File: src/hw/alg_pkg.sv
// alg_pkg: constants and carrier types for the alarm log / aux pin config register bank
// assumes a byte-wide command register port from the management bus engine
package alg_pkg;
    localparam logic [7:0] OFS_ALARM_LOG = 8'h05;
    localparam logic [7:0] OFS_WAIT_TIME = 8'h06;
    localparam logic [7:0] OFS_AUX_CFG = 8'h07;
    localparam logic [7:0] OFS_PIN_LOW = 8'h08;
    localparam logic [7:0] OFS_PIN_HIGH = 8'h09;
    localparam logic [7:0] RST_ALARM_LOG = 8'h00;
    localparam logic [7:0] RST_WAIT_TIME = 8'hFF;
    localparam logic [7:0] RST_AUX_CFG = 8'h00;
    localparam logic [7:0] RST_PIN_LOW = 8'h00;
    localparam logic [7:0] RST_PIN_HIGH = 8'hFF;
    localparam int BIT_POWER_HIGH = 7;
    localparam int BIT_POWER_LOW = 6;
    localparam int BIT_SENSE_HIGH = 5;
    localparam int BIT_SENSE_LOW = 4;
    localparam int BIT_SOURCE_HIGH = 3;
    localparam int BIT_SOURCE_LOW = 2;
    localparam int BIT_PIN_HIGH = 1;
    localparam int BIT_PIN_LOW = 0;
    localparam int BIT_AUX3_PD = 7;
    localparam int BIT_AUX2_PD = 6;
    localparam int BIT_AUX1_FN_HI = 5;
    localparam int BIT_AUX1_FN_LO = 4;
    localparam int BIT_AUX1_OUT = 3;
    localparam int BIT_CONV_ALERT = 2;
    localparam int BIT_STRESS_EN = 1;
    localparam int BIT_METER_ALERT = 0;
    localparam logic [1:0] FN_POWER_GOOD = 2'h0;
    localparam logic [1:0] FN_POWER_BAD = 2'h2;
    localparam logic [1:0] FN_OUTPUT = 2'h1;
    localparam logic [1:0] FN_INPUT = 2'h3;
    localparam logic [7:0] WAIT_DISABLED = 8'h00;
    localparam int CLK_HZ = 20000000;
    localparam int MS_CYCLES = CLK_HZ / 1000;

    // register port request
    typedef struct packed {
        logic wr;
        logic rd;
        logic [7:0] addr;
        logic [7:0] wdata;
    } alg_req_t;

    // one converter result with its channel
    typedef enum logic [1:0] {
        CH_POWER,
        CH_SENSE,
        CH_SOURCE,
        CH_PIN
    } alg_chan_t;

    typedef struct packed {
        logic valid;
        alg_chan_t chan;
        logic [7:0] value;
    } alg_result_t;

    // thresholds for the channels whose registers live elsewhere
    typedef struct packed {
        logic [7:0] power_low;
        logic [7:0] power_high;
        logic [7:0] sense_low;
        logic [7:0] sense_high;
        logic [7:0] source_low;
        logic [7:0] source_high;
    } alg_thresh_t;
endpackage

File: src/hw/alg_regs.sv
// alg_regs: alarm log, transistor-bad wait time, aux pin config and pin voltage thresholds
// assumes converter results, thresholds, alert enables and status come from same-clock logic;
// aux_pin_one input arrives from a pin and is synchronised here
`timescale 1ns/1ps
// Overview of operation
// - power result above max sets log bit 7, below min sets bit 6
// - sense result above max sets log bit 5, below min sets bit 4
// - source result above max sets log bit 3, below min sets bit 2
// - pin result above max sets bit 1, below min sets bit 0; reset zero
// - 8-bit wait time in ms, default 255; zero disables transistor-bad detection
// - bit 7 pulls aux pin three low, bit 6 aux pin two; else high-Z
// - bits 5:4 pick aux pin one: good, output bit 3, bad, or input
// - conversion-done alert enable raises an alert on every finished measurement
// - stress enable pulls aux pin two low while the pass transistor is stressed
// - meter overflow alert enable raises alert on accumulator or time counter overflow
// - pin low threshold, default 0x00; values below it set the low alarm
// - pin high threshold, default 0xFF; values above it set the high alarm
// - enabled limit alerts fire at or above max, or at or below min
module alg_regs (
    input wire logic clk_sys,
    input wire logic rst,
    input wire alg_pkg::alg_req_t req,
    output logic [7:0] rdata,
    input wire alg_pkg::alg_result_t result,
    input wire alg_pkg::alg_thresh_t thresh,
    input wire logic [7:0] limit_alert_en,
    input wire logic power_good,
    input wire logic power_bad,
    input wire logic stress,
    input wire logic meter_overflow,
    input wire logic fet_bad_cond,
    input wire logic aux_pin_one_i,
    output logic aux_pin_one_oe,
    output logic aux_pin_one_o,
    output logic aux_pin_two_oe,
    output logic aux_pin_two_o,
    output logic aux_pin_three_oe,
    output logic aux_pin_three_o,
    output logic alert_pulse,
    output logic fet_bad_fault,
    output logic aux_pin_one_level
);
    import alg_pkg::*;

    logic [7:0] alarm_log, next_alarm_log;
    logic [7:0] fet_bad_wait_time, next_fet_bad_wait_time;
    logic [7:0] aux_pin_config, next_aux_pin_config;
    logic [7:0] pin_voltage_low_threshold, next_pin_voltage_low_threshold;
    logic [7:0] pin_voltage_high_threshold, next_pin_voltage_high_threshold;
    logic [7:0] next_rdata;
    logic next_one_oe, next_two_oe, next_three_oe, next_alert;
    logic [14:0] ms_count, next_ms_count;
    logic [7:0] wait_ms, next_wait_ms;
    logic next_fet_bad_fault;
    logic pin1_meta, pin1_sync;
    logic [7:0] low_th, high_th;
    logic [1:0] idx;
    logic above, below, at_hi, at_lo;
    logic [7:0] set_bits;

    // threshold pick for the current result
    always_comb begin
        low_th = pin_voltage_low_threshold;
        high_th = pin_voltage_high_threshold;
        idx = 2'h0;
        case (result.chan)
            CH_POWER: begin
                low_th = thresh.power_low;
                high_th = thresh.power_high;
                idx = 2'h3;
            end
            CH_SENSE: begin
                low_th = thresh.sense_low;
                high_th = thresh.sense_high;
                idx = 2'h2;
            end
            CH_SOURCE: begin
                low_th = thresh.source_low;
                high_th = thresh.source_high;
                idx = 2'h1;
            end
            default: begin
                idx = 2'h0;
            end
        endcase
        above = result.valid && (result.value > high_th);
        below = result.valid && (result.value < low_th);
        at_hi = result.valid && (result.value >= high_th);
        at_lo = result.valid && (result.value <= low_th);
        set_bits = 8'h00;
        set_bits[{idx, 1'b1}] = above;
        set_bits[{idx, 1'b0}] = below;
    end

    // register writes and the sticky log
    always_comb begin
        next_alarm_log = alarm_log;
        next_fet_bad_wait_time = fet_bad_wait_time;
        next_aux_pin_config = aux_pin_config;
        next_pin_voltage_low_threshold = pin_voltage_low_threshold;
        next_pin_voltage_high_threshold = pin_voltage_high_threshold;
        if (req.wr) begin
            case (req.addr)
                OFS_ALARM_LOG: next_alarm_log = alarm_log & req.wdata;
                OFS_WAIT_TIME: next_fet_bad_wait_time = req.wdata;
                OFS_AUX_CFG: next_aux_pin_config = req.wdata;
                OFS_PIN_LOW: next_pin_voltage_low_threshold = req.wdata;
                OFS_PIN_HIGH: next_pin_voltage_high_threshold = req.wdata;
                default: next_alarm_log = alarm_log;
            endcase
        end
        next_alarm_log = next_alarm_log | set_bits;
        case (req.addr)
            OFS_ALARM_LOG: next_rdata = alarm_log;
            OFS_WAIT_TIME: next_rdata = fet_bad_wait_time;
            OFS_AUX_CFG: next_rdata = aux_pin_config;
            OFS_PIN_LOW: next_rdata = pin_voltage_low_threshold;
            OFS_PIN_HIGH: next_rdata = pin_voltage_high_threshold;
            default: next_rdata = 8'h00;
        endcase
        if (!req.rd) begin
            next_rdata = rdata;
        end
    end

    // pin drive and alert
    always_comb begin
        next_three_oe = aux_pin_config[BIT_AUX3_PD];
        next_two_oe = aux_pin_config[BIT_AUX2_PD] || (aux_pin_config[BIT_STRESS_EN] && stress);
        case (aux_pin_config[BIT_AUX1_FN_HI:BIT_AUX1_FN_LO])
            FN_POWER_GOOD: next_one_oe = !power_good;
            FN_POWER_BAD: next_one_oe = !power_bad;
            FN_OUTPUT: next_one_oe = !aux_pin_config[BIT_AUX1_OUT];
            default: next_one_oe = 1'b0;
        endcase
        next_alert = (aux_pin_config[BIT_CONV_ALERT] && result.valid)
            || (aux_pin_config[BIT_METER_ALERT] && meter_overflow)
            || (limit_alert_en[{idx, 1'b1}] && at_hi)
            || (limit_alert_en[{idx, 1'b0}] && at_lo);
    end

    // transistor-bad wait timer in milliseconds
    always_comb begin
        next_ms_count = ms_count;
        next_wait_ms = wait_ms;
        next_fet_bad_fault = fet_bad_fault;
        if (!fet_bad_cond || fet_bad_wait_time == WAIT_DISABLED) begin
            next_ms_count = 15'h0000;
            next_wait_ms = 8'h00;
            next_fet_bad_fault = 1'b0;
        end else if (ms_count == 15'(MS_CYCLES - 1)) begin
            next_ms_count = 15'h0000;
            if (wait_ms >= fet_bad_wait_time - 8'h01) begin
                next_fet_bad_fault = 1'b1;
            end else begin
                next_wait_ms = wait_ms + 8'h01;
            end
        end else begin
            next_ms_count = ms_count + 15'h0001;
        end
    end

    // register bank and read data
    always_ff @(posedge clk_sys) begin
        if (rst) begin
            alarm_log <= RST_ALARM_LOG;
            fet_bad_wait_time <= RST_WAIT_TIME;
            aux_pin_config <= RST_AUX_CFG;
            pin_voltage_low_threshold <= RST_PIN_LOW;
            pin_voltage_high_threshold <= RST_PIN_HIGH;
            rdata <= 8'h00;
        end else begin
            alarm_log <= next_alarm_log;
            fet_bad_wait_time <= next_fet_bad_wait_time;
            aux_pin_config <= next_aux_pin_config;
            pin_voltage_low_threshold <= next_pin_voltage_low_threshold;
            pin_voltage_high_threshold <= next_pin_voltage_high_threshold;
            rdata <= next_rdata;
        end
    end

    // pin enables and alert pulse
    always_ff @(posedge clk_sys) begin
        if (rst) begin
            aux_pin_one_oe <= 1'b0;
            aux_pin_two_oe <= 1'b0;
            aux_pin_three_oe <= 1'b0;
            alert_pulse <= 1'b0;
        end else begin
            aux_pin_one_oe <= next_one_oe;
            aux_pin_two_oe <= next_two_oe;
            aux_pin_three_oe <= next_three_oe;
            alert_pulse <= next_alert;
        end
    end

    // transistor-bad wait timer state
    always_ff @(posedge clk_sys) begin
        if (rst) begin
            ms_count <= 15'h0000;
            wait_ms <= 8'h00;
            fet_bad_fault <= 1'b0;
        end else begin
            ms_count <= next_ms_count;
            wait_ms <= next_wait_ms;
            fet_bad_fault <= next_fet_bad_fault;
        end
    end

    // two-flop synchroniser for aux pin one, then the output register
    always_ff @(posedge clk_sys) begin
        if (rst) begin
            pin1_meta <= 1'b0;
            pin1_sync <= 1'b0;
            aux_pin_one_level <= 1'b0;
        end else begin
            pin1_meta <= aux_pin_one_i;
            pin1_sync <= pin1_meta;
            aux_pin_one_level <= pin1_sync;
        end
    end

    // open-drain pins only ever drive low
    always_ff @(posedge clk_sys) begin
        aux_pin_one_o <= 1'b0;
        aux_pin_two_o <= 1'b0;
        aux_pin_three_o <= 1'b0;
    end
endmodule

File: config.mk
export PLATFORM = sky130hd
export DESIGN_NAME = alg_regs
export DESIGN_NICKNAME = d
export VERILOG_FILES = /design/src/hw/alg_pkg.sv /design/src/hw/alg_regs.sv
export SDC_FILE = /design/constraint.sdc
export NUM_CORES = 1
export LEC_CHECK = 0
export BUFFER_PORTS_ARGS = -buffer_cell sky130_fd_sc_hd__clkbuf_2
export CAP_MARGIN = 20
export CORE_MARGIN = 2
export CORE_UTILIZATION = 45
export DETAILED_ROUTE_END_ITERATION = 10
export GPL_ROUTABILITY_DRIVEN = 0
export MAX_ROUTING_LAYER = met4
export PLACE_DENSITY = 0.78
export SLEW_MARGIN = 20
export SYNTH_ARGS = -nofsm -noshare
export SYNTH_HDL_FRONTEND = slang
export SYNTH_SLANG_ARGS = --single-unit
File: constraint.sdc
create_clock -name clk_sys -period 4.9 [get_ports clk_sys]
set_clock_uncertainty 0.2 [all_clocks]
set_input_delay 0.98 -clock clk_sys [delete_from_list [all_inputs] [get_ports clk_sys]]
set_output_delay 0.98 -clock clk_sys [all_outputs]
set_load 0.05 [all_outputs]
==> flow_summary.yaml <==
clock_network:
  clock-sinks: 79
  cts_tree: "yes"
  numCtsBuffers: 9
  clock_path_buffers: 2
  post_cts_buffers: 0
  hold_buffers: 0
  h-tree-depth: 3
  path_clk_slew_ns: 0.08
  clock_latency_ns: 0.36
  ctsResizeCount: 0
  cts-root-buf: "clkbuf_8"
synth:
  synthXorXnorAreaFrac_pct: 3.74
  yosys.area_share.simple_pct: 21.3
  synth_seq_cells: 79
  yosysMostFrequentCell: "dfxtp_1"
  synth_edf_count: 0
  synth_top_family_by_area: "simple AND/OR/NAND/NOR gates"
  synth_common_cells: "dfxtp_1 (79), nand2_1 (54), nor2_1 (50)"
  netlist_area_um2: 4690
  synth.area.top_cells: "dfxtp_1 (34%), mux4_2 (8.6%), ha_1 (7.5%)"
  synthMuxAreaShare_pct: 14.1
  ys_types: 59
  synthFlopType: "dfxtp_1"
  synth_top_area_share_pct: 33.7
  synth-compound-area-share_pct: 14.4
  ys_warn_count: 0
  async_flop_share_pct: 0
  ys_seq_area_share_pct: 33.7
  yosysTopAreaCell: "dfxtp_1"
  avgSynthCellArea_um2: 9.00
  yosys.area_share.adder_pct: 7.47
  syn_inst: 521
sta:
  worst_slew_pin_slew_ns: 0.762
  min_period_over_period_pct: 72.8
  drv_slew: 0
  setup_viol: 0
  rsz0062_at_grt: "no"
  fmax_mhz: 280
  holdWs_ns: 0.246
  min_period_ns: 3.57
  hold_viol: 0
  final.setup.tns_ns: 0
  timing.slew.headroom_pct: 49.2
final_layout:
  syn2layout_area_growth_pct: 15.7
  drive_gt1_share_pct: 24.5
  final_nets: 732
  final_area_um2: 5420
  n_antenna_cell: 0
routing:
  ant_nets: 0
  viasPerCell: 5.76
  wl_per_cell_um: 16.4
  drt_iter0_drc: 267
  drt-total-wl_um: 12300
  vias: 4329
  drc: 0
  dr.pass1.iters: 5
min_path:
  hold_path.class: "register to register"
  min-delay-start: "pin1_sync$_SDFF_PP0_"
  whs_path_depth: 1
  hold_end: "aux_pin_one_level$_SDFF_PP0_"
global_routing:
  grt_usage_pct: 23.0
  grt_pass1_wl_um: 19900
  grt-busiest-layer: "met2"
  grtUsageMet3_pct: 4.72
  grt_pass1_vias: 4202
  grt-ovfl-total: 0
  use_met1_pct: 26.7
  grt_max_degree: 36
  antenna_found_initial: 0
  met2_usage_pct: 38.9
setup_path:
  worstPathArrival_ns: 3.61
  cp-end-kind: "register"
  cp.required_ns: 4.95
  cp_max_fo: 24
  rrSetupSlack_ns: 1.76
  reg2reg_to: "wait_ms[6]$_SDFFE_PP0P_"
  worstReg2RegStart: "fet_bad_wait_time[2]$_SDFFE_PP1P_"
  critical_path_class: "input pin to register"
  rr_worst_depth: 9
  startpoint_type: "input pin"
place:
  placed_area_um2: 5260
  port_buffers: 106
  dp_hpwl_um: 9580
floorplan:
  io_pins: 110
  num_rows: 37
  die_h_um: 106
  start_util_pct: 45.8
  die_w_um: 106
  dieArea_um2: 11300
  core_region_area_um2: 10200
run:
  cap_violations: 0
power_and_ir_drop:
  ir_drop_v: 0.000196
  p_total_mw: 1.29
  p_leak_nw: 2.45
  power_density_nw_per_um2: 238
run_status:
  outcome: "complete, no violations"
-- through the flow --
stage          util (%)  std cells  worst slack [ns]
6_report           53.0        752              1.33
5_1_grt            53.0        752              1.11
4_1_cts            53.0        752              1.39
3_5_place_dp       51.4        736             0.992
3_3_place_gp       51.4        736              1.07
2_1_floorplan         -        523              1.28
-- sequential cells by signal, summed over array words and instances, names as in the netlist --
register                    count
pin_voltage_high_threshold      8
alarm_log                       8
aux_pin_config                  8
aux_pin_one_oe                  1
wait_ms                         8
alert_pulse                     1
aux_pin_two_oe                  1
pin_voltage_low_threshold       8
fet_bad_wait_time               8
ms_count                       15
aux_pin_one_level               1
aux_pin_three_oe                1
pin1_sync                       1
pin1_meta                       1
rdata                           8
fet_bad_fault                   1
-- cells in the final DEF, fill, tap and decap left out, types with 4 or more instances in the layout --
cell type | netlist | routed
o211a_1 | 4 | 4
nand3_1 | 27 | 27
o21ai_0 | 7 | 7
nor4_1 | 4 | 4
a21oi_1 | 26 | 26
xor2_1 | 8 | 8
a211oi_1 | 5 | 5
nor2_1 | 50 | 50
nor3_1 | 8 | 8
clkbuf_8 | 0 | 9
mux4_2 | 18 | 18
nand4_1 | 13 | 13
mux2i_1 | 22 | 22
ha_1 | 28 | 28
nor2b_1 | 14 | 14
o31ai_1 | 5 | 5
inv_1 | 27 | 27
xnor2_1 | 12 | 12
a22oi_1 | 5 | 5
a311oi_1 | 6 | 6
and3_1 | 9 | 9
dfxtp_1 | 79 | 79
nand2_1 | 54 | 54
a31oi_1 | 4 | 4
o21a_1 | 4 | 4
or4_1 | 4 | 4
clkbuf_2 | 0 | 106
a22o_1 | 4 | 4
-- per-layer routing --
metal	share of wire [%]	wire length, µm	vias to the layer above
met4	3.3	408	0
met1	40	4930	2031
met3	7.5	928	34
li1	-	-	2075
met5	0	0	-
met2	49	6070	189
-- worst max-delay path by stage --
stage	from	end	slack, ns	cells past startpoint
finish	result[8]	alarm_log[7]$_SDFF_PP0_	1.33	8
global route	result[8]	alarm_log[5]$_SDFF_PP0_	1.11	8
CTS	result[8]	alarm_log[3]$_SDFF_PP0_	1.39	9
detailed placement	result[8]	alarm_log[3]$_SDFF_PP0_	0.99	9
global placement	result[8]	alarm_log[3]$_SDFF_PP0_	1.07	9
floorplan	result[8]	alarm_log[5]$_SDFF_PP0_	1.28	8
-- logic make-up after synthesis --
kind of cell / after synthesis
multiplexers: 43
AO/OA/AOI/OAI: 93
buffers and inverters: 57
other: 1
AND/OR/NAND/NOR: 200
adder cells (fa/ha/maj): 28
XOR/XNOR: 20
flip-flops: 79
-- power breakdown --
group          switching [mW]  internal, mW  leakage [nW]
combinational           0.120        0.0900          1.73
sequential            0.00589         0.651         0.640
clock                   0.235         0.187        0.0849
-- worst max-delay path: stages --
cell,delay [ns]
clkbuf_2,0.58
mux4_2,0.60
inv_1,0.09
ha_1,0.15
nand4_1,0.27
o21ai_1,0.43
nor2_1,0.15
a221o_1,0.36
-- final cells by class --
type	count	area [µm²]
clock buffer	12	135
inverter	27	101
timing repair buffer	107	538
tap	136	170
sequential	79	1580
clock inverter	4	31.3
fill	937	4810
multi-input combinational	387	2870
Power figures use the tool's default switching activity.
